**config.mk**
```make
export PLATFORM = sky130hd
export DESIGN_NAME = adc_serial_port
export DESIGN_NICKNAME = d
export VERILOG_FILES = /design/src/adc_serial_port_pkg.sv /design/src/adc_serial_port.sv
export VERILOG_INCLUDE_DIRS = /design/src
export SDC_FILE = /design/constraint.sdc
export NUM_CORES = 1
export LEC_CHECK = 0
export BUFFER_PORTS_ARGS = -buffer_cell sky130_fd_sc_hd__clkbuf_2
export CAP_MARGIN = 10
export CORE_MARGIN = 1.5
export CORE_UTILIZATION = 29
export CTS_CLUSTER_SIZE = 8
export DETAILED_ROUTE_END_ITERATION = 12
export GPL_TIMING_DRIVEN = 0
export PLACE_DENSITY = 0.46
export REMOVE_ABC_BUFFERS = 1
export SETUP_SLACK_MARGIN = 0.15
export SLEW_MARGIN = 20
export SYNTH_ARGS = -nofsm -noshare
export SYNTH_HDL_FRONTEND = slang
export SYNTH_SLANG_ARGS = --single-unit
```
**constraint.sdc**
```tcl
create_clock -name clk_sys -period 4.8 [get_ports clk_sys]
set_input_delay 1.2 -clock clk_sys [delete_from_list [all_inputs] [get_ports clk_sys]]
set_output_delay 1.2 -clock clk_sys [all_outputs]
set_load 0.05 [all_outputs]
```
**src/adc_serial_port_map.svh**
```systemverilog
// offsets, field positions, reset values and timing counts of the port
// Function
// - Serial clock continuous or in separate bursts
// - Active-low chip select addresses or frames transfers
// - Works with chip select tied low
// - Ready line falls when a conversion finishes
// - Unread result: ready line rises before update
// - Output bits change on falling clock edge
// - Status flag also reports end of conversion
// - Output floats while deselected, flag keeps tracking
// - Output shifter loads from any internal register
// - Input shifter moves into register picked by select
// - Every access starts with a command byte; here continuous reads after the first take none
// - Thirty-two high input bits reset the part
// - Command byte waits for a zero gate bit
// - Ready rises after result read, after each one in continuous
`ifndef ADC_SERIAL_PORT_MAP_SVH
`define ADC_SERIAL_PORT_MAP_SVH

`define AV_CTRL        5'h00
`define AV_STATUS      5'h04
`define AV_MASK        5'h08
`define AV_REGS        5'h0c
`define AV_DATA        5'h10

`define CMD_RS_HI      5
`define CMD_RS_LO      4
`define CMD_RW         3
`define CMD_CREAD      2

`define RS_COMM        2'h0
`define RS_MODE        2'h1
`define RS_FILT        2'h2
`define RS_DATA        2'h3

`define STATUS_RST     8'h88
`define STATUS_LOW     7'h08
`define MODE_RST       8'h02
`define FILT_RST       8'h04
`define DATA_RST       16'h0000
`define CTRL_RST       1'b1

`define CMD_BITS       5'd7
`define BYTE_BITS      5'd8
`define WORD_BITS      5'd16
`define ONES_LIMIT     6'd32

`define CLK_MHZ        50
`define CONV_PERIOD_US 1000
`define CONV_CYCLES    (`CONV_PERIOD_US * `CLK_MHZ)
`define RDY_LEAD_NS    2000
`define RDY_LEAD_CYCLES ((`RDY_LEAD_NS * `CLK_MHZ + 999) / 1000)

`endif

```
**src/adc_serial_port_pkg.sv**
```systemverilog
// types shared by the serial port and its users
package adc_serial_port_pkg;

  typedef enum logic [1:0] {
    ST_CMD,
    ST_CMDBITS,
    ST_WR,
    ST_RD
  } link_state_t;

  typedef logic [1:0] reg_sel_t;

endpackage : adc_serial_port_pkg

```
**src/adc_serial_port.sv**
```systemverilog
// serial port, ready signalling and register routing of the converter
//
// Decided for this implementation: the Avalon-MM slave port and the register addresses.
`timescale 1ns/1ns
`include "adc_serial_port_map.svh"

module adc_serial_port #(
  parameter int CONV_CYCLES = `CONV_CYCLES
) (
  input  wire logic                               clk_sys,
  input  wire logic                               rst,
  input  wire logic                               clk_en,
  input  wire logic                               sclk,
  input  wire logic                               cs_n,
  input  wire logic                               din,
  output logic                                    dout,
  output logic                                    dout_oe_n,
  input  wire logic [15:0]                        conv_data,
  input  wire logic [4:0]                         avs_address,
  input  wire logic                               avs_read,
  input  wire logic                               avs_write,
  input  wire logic [31:0]                        avs_writedata,
  output logic      [31:0]                        avs_readdata,
  output logic                                    avs_waitrequest,
  output logic                                    irq,
  output adc_serial_port_pkg::link_state_t        link_state
);
  import adc_serial_port_pkg::*;

  localparam logic [19:0] CONV_LAST = 20'(CONV_CYCLES - 1);
  localparam logic [19:0] LEAD_AT   = 20'(CONV_CYCLES - 1 - `RDY_LEAD_CYCLES);

  // pin synchronisers; stage 0 feeds stage 1 only
  logic [1:0]  sclk_sy_q;
  logic [1:0]  cs_sy_q;
  logic [1:0]  din_sy_q;
  logic        sclk_d_q;

  link_state_t state_q;
  link_state_t state_d;
  logic [4:0]  bitcnt_q;
  logic [4:0]  len_q;
  logic [5:0]  ones_q;
  logic [15:0] isr_q;
  logic [15:0] osr_q;
  reg_sel_t    rs_q;
  logic        cread_q;
  logic        out_act_q;
  logic [7:0]  mode_q;
  logic [7:0]  filt_q;
  logic [15:0] data_q;
  logic        rdy_n_q;
  logic        dout_q;
  logic        oe_n_q;
  logic [19:0] conv_cnt_q;
  logic        conv_en_q;
  logic        ack_q;
  logic [2:0]  sts_q;
  logic [2:0]  mask_q;
  logic [31:0] rdata_q;

  always_ff @(posedge clk_sys or posedge rst)
  begin
    if (rst)
    begin
      // serial clock idles high; starting there avoids a false edge
      sclk_sy_q <= 2'h3;
      cs_sy_q   <= 2'h3;
      din_sy_q  <= 2'h0;
      sclk_d_q  <= 1'b1;
    end
    else if (clk_en)
    begin
      sclk_sy_q <= {sclk_sy_q[0], sclk};
      cs_sy_q   <= {cs_sy_q[0], cs_n};
      din_sy_q  <= {din_sy_q[0], din};
      sclk_d_q  <= sclk_sy_q[1];
    end
  end

  wire sclk_s = sclk_sy_q[1];
  wire cs_s   = cs_sy_q[1];
  wire din_s  = din_sy_q[1];
  // no chip select edge is needed, so a grounded select works too
  wire sclk_rise = sclk_s & ~sclk_d_q & ~cs_s;
  wire sclk_fall = ~sclk_s & sclk_d_q & ~cs_s;

  wire       in_xfer  = (state_q == ST_WR) || (state_q == ST_RD);
  wire       cmd_last = (state_q == ST_CMDBITS) && sclk_rise &&
                        (bitcnt_q == `CMD_BITS - 5'd1);
  wire [7:0] cmd_byte = {1'b0, isr_q[5:0], din_s};
  wire       cmd_rw   = cmd_byte[`CMD_RW];
  reg_sel_t  cmd_rs;
  assign cmd_rs = cmd_byte[`CMD_RS_HI:`CMD_RS_LO];
  wire       xfer_last = in_xfer && sclk_rise && (bitcnt_q == len_q - 5'd1);
  wire [15:0] in_word  = {isr_q[14:0], din_s};
  wire       ones_hit  = sclk_rise && din_s &&
                         (ones_q == `ONES_LIMIT - 6'd1);
  wire       rd_fall   = (state_q == ST_RD) && sclk_fall;
  wire       rd_done   = (state_q == ST_RD) && xfer_last &&
                         (rs_q == `RS_DATA);
  wire       wr_done   = (state_q == ST_WR) && xfer_last;
  wire       stay_cread = cread_q && (rs_q == `RS_DATA);

  wire conv_tick = conv_en_q && (conv_cnt_q == CONV_LAST);
  wire lead_tick = conv_en_q && (conv_cnt_q == LEAD_AT);
  // next ready level; the pin follows it with no stale cycle after a read
  wire rdy_n_nx  = ones_hit |
                   (~conv_tick & (rdy_n_q | lead_tick | rd_done));

  // any register can be shifted out; 8-bit ones sit in the top byte
  wire [15:0] rd_word = (cmd_rs == `RS_COMM) ?
                          {rdy_n_q, `STATUS_LOW, 8'h00} :
                        (cmd_rs == `RS_MODE) ? {mode_q, 8'h00} :
                        (cmd_rs == `RS_FILT) ? {filt_q, 8'h00} : data_q;
  wire [4:0]  cmd_len = (cmd_rs == `RS_DATA) ? `WORD_BITS : `BYTE_BITS;

  always_comb
  begin
    state_d = state_q;
    case (state_q)
      ST_CMD:
        if (sclk_rise && !din_s)
          state_d = ST_CMDBITS;
      ST_CMDBITS:
        if (cmd_last)
        begin
          if (cmd_rw)
            state_d = ST_RD;
          else if (cmd_rs == `RS_COMM)
            state_d = ST_CMD;
          else
            state_d = ST_WR;
        end
      ST_WR:
        if (xfer_last)
          state_d = ST_CMD;
      ST_RD:
        if (xfer_last)
          state_d = stay_cread ? ST_RD : ST_CMD;
      default:
        state_d = ST_CMD;
    endcase
    if (ones_hit)
      state_d = ST_CMD;
  end

  // serial state is held between clock bursts, any gap length works
  always_ff @(posedge clk_sys or posedge rst)
  begin
    if (rst)
    begin
      state_q  <= ST_CMD;
      bitcnt_q <= 5'h0;
      ones_q   <= 6'h0;
    end
    else if (clk_en)
    begin
      state_q <= state_d;
      if (ones_hit || cmd_last || xfer_last)
        bitcnt_q <= 5'h0;
      else if (sclk_rise && state_q != ST_CMD)
        bitcnt_q <= bitcnt_q + 5'd1;
      if (ones_hit)
        ones_q <= 6'h0;
      else if (sclk_rise)
        ones_q <= din_s ? ones_q + 6'd1 : 6'h0;
    end
  end

  always_ff @(posedge clk_sys or posedge rst)
  begin
    if (rst)
    begin
      isr_q   <= 16'h0;
      rs_q    <= `RS_COMM;
      cread_q <= 1'b0;
      len_q   <= `BYTE_BITS;
    end
    else if (clk_en)
    begin
      if (sclk_rise)
        isr_q <= in_word;
      if (ones_hit)
        cread_q <= 1'b0;
      else if (cmd_last)
      begin
        rs_q    <= cmd_rs;
        len_q   <= cmd_len;
        cread_q <= cmd_rw && cmd_byte[`CMD_CREAD];
      end
    end
  end

  always_ff @(posedge clk_sys or posedge rst)
  begin
    if (rst)
    begin
      mode_q <= `MODE_RST;
      filt_q <= `FILT_RST;
    end
    else if (clk_en)
    begin
      if (ones_hit)
      begin
        mode_q <= `MODE_RST;
        filt_q <= `FILT_RST;
      end
      else if (wr_done && rs_q == `RS_MODE)
        mode_q <= in_word[7:0];
      else if (wr_done && rs_q == `RS_FILT)
        filt_q <= in_word[7:0];
    end
  end

  // continuous read reloads the shifter from each new result that arrives while no read is shifting out
  always_ff @(posedge clk_sys or posedge rst)
  begin
    if (rst)
      osr_q <= 16'h0;
    else if (clk_en)
    begin
      if (cmd_last && cmd_rw)
        osr_q <= rd_word;
      else if (rd_fall)
        osr_q <= {osr_q[14:0], 1'b0};
      else if (conv_tick && stay_cread && !out_act_q)
        osr_q <= conv_data;
    end
  end

  always_ff @(posedge clk_sys or posedge rst)
  begin
    if (rst)
    begin
      conv_cnt_q <= 20'h0;
      data_q     <= `DATA_RST;
      rdy_n_q    <= 1'(`STATUS_RST >> 7);
    end
    else if (clk_en)
    begin
      if (ones_hit)
      begin
        conv_cnt_q <= 20'h0;
        data_q     <= `DATA_RST;
        rdy_n_q    <= 1'b1;
      end
      else
      begin
        if (conv_en_q)
          conv_cnt_q <= conv_tick ? 20'h0 : conv_cnt_q + 20'd1;
        if (conv_tick)
        begin
          data_q  <= conv_data;
          rdy_n_q <= 1'b0;
        end
        else if (lead_tick || rd_done)
          rdy_n_q <= 1'b1;
      end
    end
  end

  // the pin shows ready until a read's first falling edge
  always_ff @(posedge clk_sys or posedge rst)
  begin
    if (rst)
    begin
      out_act_q <= 1'b0;
      dout_q    <= 1'b1;
      oe_n_q    <= 1'b1;
    end
    else if (clk_en)
    begin
      oe_n_q <= cs_s;
      if (rd_fall)
        out_act_q <= 1'b1;
      else if (xfer_last || ones_hit)
        out_act_q <= 1'b0;
      if (rd_fall)
        dout_q <= osr_q[15];
      else if (!out_act_q || xfer_last)
        dout_q <= rdy_n_nx;
    end
  end

  assign dout       = dout_q;
  assign dout_oe_n  = oe_n_q;
  assign link_state = state_q;

  // bus slave: one wait cycle, answer on the second cycle
  wire        av_req  = avs_read | avs_write;
  wire        wr_go   = avs_write & ack_q;
  wire        sel_ctl = (avs_address == `AV_CTRL);
  wire        sel_sts = (avs_address == `AV_STATUS);
  wire        sel_msk = (avs_address == `AV_MASK);
  wire [2:0]  sts_clr = (wr_go && sel_sts) ? avs_writedata[2:0] : 3'h0;
  wire [2:0]  sts_set = {ones_hit, rd_done, conv_tick};
  logic [31:0] rd_mux;

  always_comb
  begin
    if (avs_address == `AV_CTRL)
      rd_mux = {31'h0, conv_en_q};
    else if (avs_address == `AV_STATUS)
      rd_mux = {29'h0, sts_q};
    else if (avs_address == `AV_MASK)
      rd_mux = {29'h0, mask_q};
    else if (avs_address == `AV_REGS)
      rd_mux = {15'h0, rdy_n_q, filt_q, mode_q};
    else if (avs_address == `AV_DATA)
      rd_mux = {16'h0, data_q};
    else
      rd_mux = 32'h0;
  end

  always_ff @(posedge clk_sys or posedge rst)
  begin
    if (rst)
    begin
      ack_q     <= 1'b0;
      rdata_q   <= 32'h0;
      conv_en_q <= `CTRL_RST;
      sts_q     <= 3'h0;
      mask_q    <= 3'h0;
    end
    else if (clk_en)
    begin
      ack_q <= av_req & ~ack_q;
      if (avs_read && !ack_q)
        rdata_q <= rd_mux;
      if (wr_go && sel_ctl)
        conv_en_q <= avs_writedata[0];
      if (wr_go && sel_msk)
        mask_q <= avs_writedata[2:0];
      // a new event wins over a clear in the same cycle
      sts_q <= (sts_q & ~sts_clr) | sts_set;
    end
  end

  assign avs_waitrequest = av_req & ~ack_q;
  assign avs_readdata    = rdata_q;
  assign irq             = |(sts_q & mask_q);
endmodule : adc_serial_port

```
==> metrics <==
outcome=completed; Avg WL per Cell=17.6 um; Chip Width=154 um; Flop pwr share=roughly two fifths; final max-slew violation count=0; Netlist cell types=60; root buf cell=clkbuf_16; Max-Cap Viols=0; Setup crit start kind=input port; Max Freq=265 MHz; worst vdd ir=0.000227 V; Tcrit/Tclk final=78.6%; H-tree depth=4; area grow syn2layout=19.6%; port buffer count=54; Site Rows=55; crit path max fanout=43; Int Pwr=2490 uW; Worst slew margin=around a third; final setup fails=0; Post-CTS Hold Fix Bufs=0; die area=approximately 24000 um^2; GRT overflow=0; Pwr Density=426 nW/um^2; DR pass1 iterations=4; first-pass GRT wire length=28700 um; clock network power share=47.2%; unrepaired setup endpoints after global routing=false; setup repair bufs after CTS=0; crit-path max cell delay=0.78 ns; crit path cell chain=clkbuf_2 > nand2_1 > nor2_1 > a21oi_1 > mux2_2; Worst Setup End Kind=register; Core ar.=~23000 um^2; Req. time, crit path=5.10 ns; worst hold path class=reg -> reg; asr flop ratio synth=100%; reg2reg path depth=5; number of fillers in the final layout=2240; CP max stage cell=nor2_1; Iteration-0 DRC Markers=298; post-synthesis register bit count=129; IO Pins=around 100; power consumption=between 3000 and 4000 uW; Leak=0.00358 uW; WS Path Type=in -> reg; GPL Wtd Cong=0.815; Post-Syn Area=about 6700 um^2; worst hold stages=2; Gate power share=around 13%; fraction of layout cells with a size suffix above 1=22.8%; initial core utilization=~29%; Clock Skew=0.0115 ns; CTS buffer count=17; Die Ht=154 um; Final min period=3.77 ns; final core occ=35.2%; clock sink total=between 100 and 150; sequential area share after synthesis=about 50%; GRT Overall Usage=15.4%; antenna violations before repair=0; Final #Nets=761; Synth Flop Type=dfrtp_1; number of global-route vias before repair=5240; Routed Antenna Nets=0; actual slew at the worst max-slew pin=1.00 ns; Post-DP HPWL=12400 um; cts repair resizes=0; Mapped Cells=~650; total wire length=about 18000 um; Remaining DRCs=0; NetSw=899 uW; synthesized area per cell=a little over 10 um^2; crit path DAT=4.07 ns; Clock Latency Late Sink=between 0.4 and 0.5 ns; yosys warns=0; clk buf depth=2; pin count of the biggest net entering global routing=97; vias per cell=5.16; ant diodes=0; routed vias=5126; Hold WS=0.479 ns; Sw Share=between 20% and 30%; Hold Vio Cnt, Final=0; CTS tree=done; Clock Pin Slew Worst Setup and Hold Paths=0.06 ns; Post-synth EDFFs=0
per-stage QoR:
step	setup TNS, ns	setup WS [ns]	instance area (um^2)	std cells
after detailed placement	0	0.431	7230	962
after global placement	-173.10	-1.48	7070	953
after floorplan	0	0.179	6440	614
after CTS	0	0.893	7960	994
final	0	1.03	7960	994
after global routing	0	0.706	7960	994
power by group through the flow:
stage	registers [uW]	logic, uW	clock network (uW)
floorplan	1340	305	0
global placement	1380	414	0
detailed placement	1380	429	0
CTS	1360	431	1640
global route	1380	479	1680
finish	1360	425	1600
sequential cells by signal (all words and copies together) (netlist names), 2 cells and up:
name	count
data_q	16
isr_q	7
len_q	2
link_state	2
osr_q	16
din_sy_q	2
mask_q	3
sts_q	3
rs_q	2
avs_readdata	17
bitcnt_q	5
conv_cnt_q	20
sclk_sy_q	2
ones_q	6
cs_sy_q	2
mode_q	8
filt_q	8
cell usage after synthesis, types with 10 or more instances:
cell type,number,share of area [%]
dfstp_2,12,4.7
mux2_2,44,7.4
nor2_1,35,2.0
a22oi_1,16,1.8
buf_4,15,1.7
a22o_1,26,3.4
nand3_1,21,1.6
xor2_1,12,1.6
clkbuf_1,25,1.4
mux2i_1,25,3.8
inv_1,15,0.85
and3_1,10,0.94
dfrtp_1,117,44
a21oi_1,35,2.6
o21ai_0,32,2.4
nor3_1,12,0.90
nand2_1,71,4.0
path summary, 6_finish.rpt:
path	start	end	slack, ns
min	avs_readdata[12]	avs_readdata[12]	0.48
min in group asynchronous	rst	conv_cnt_q[10]	0.73
min reg2reg	avs_readdata[12]	avs_readdata[12]	0.48
max	clk_en	filt_q[7]	1.03
max reg2reg	sclk_sy_q[1]	filt_q[7]	1.77
max in group asynchronous	rst	avs_readdata[14]	3.28
critical path, delay by kind of cell:
family | cells | cell delay [ns]
AO/OA/AOI/OAI | 1 | 0.36
buffers and inverters | 1 | 0.73
multiplexers | 1 | 0.36
AND/OR/NAND/NOR | 2 | 1.41
kinds of logic after synthesis:
logic type	share of synthesized area, %
and+or+nand+nor	16.9
other	0.0564
AOI/OAI and AO/OA	15.6
muxes	11.6
buffers and inverters	4.74
xor gates and xnor gates	1.71
adders and majority gates	0.752
DFF	48.8
per-layer routing:
metal,vias up,share of wire (%),global-route usage [%]
met5,-,0,0
met1,2544,47,20.7
met4,0,1.1,5.49
met2,122,48,24.7
met3,16,4.2,2.80
li1,2444,-,-
layout by cell type, fill, tap and decap left out, types with 5 or more instances in the layout:
cell | netlist | final
dfrtp_1 | 117 | 117
nand2_1 | 71 | 71
clkbuf_2 | 0 | 54
mux2_2 | 44 | 44
nor2_1 | 35 | 35
a21oi_1 | 35 | 35
o21ai_0 | 32 | 32
a22o_1 | 26 | 26
mux2i_1 | 25 | 25
nand3_1 | 21 | 21
clkbuf_16 | 0 | 17
a22oi_1 | 16 | 16
conb_1 | 1 | 15
inv_1 | 15 | 14
xor2_1 | 12 | 12
dfstp_2 | 12 | 12
nor3_1 | 12 | 11
and3_1 | 10 | 10
o31ai_1 | 9 | 9
a221oi_1 | 8 | 8
bufinv_16 | 0 | 8
nor4_1 | 7 | 7
and2_1 | 7 | 7
nand4_1 | 7 | 7
nand3b_1 | 5 | 5
nor2b_1 | 5 | 5
buf_8 | 0 | 5
final cells by class:
| type | instances | area (um^2) | area share (%) |
|---|---|---|---|
| sequential | 129 | 3240 | 40.8 |
| inverter | 15 | 63.8 | 0.802 |
| clock inverter | 9 | 249 | 3.13 |
| tap | 285 | 357 | 4.48 |
| multi-input combinational | 470 | 3170 | 39.8 |
| timing repair buffer | 63 | 399 | 5.02 |
| clock buffer | 23 | 478 | 6.01 |
(Power assumes the default switching activity.)
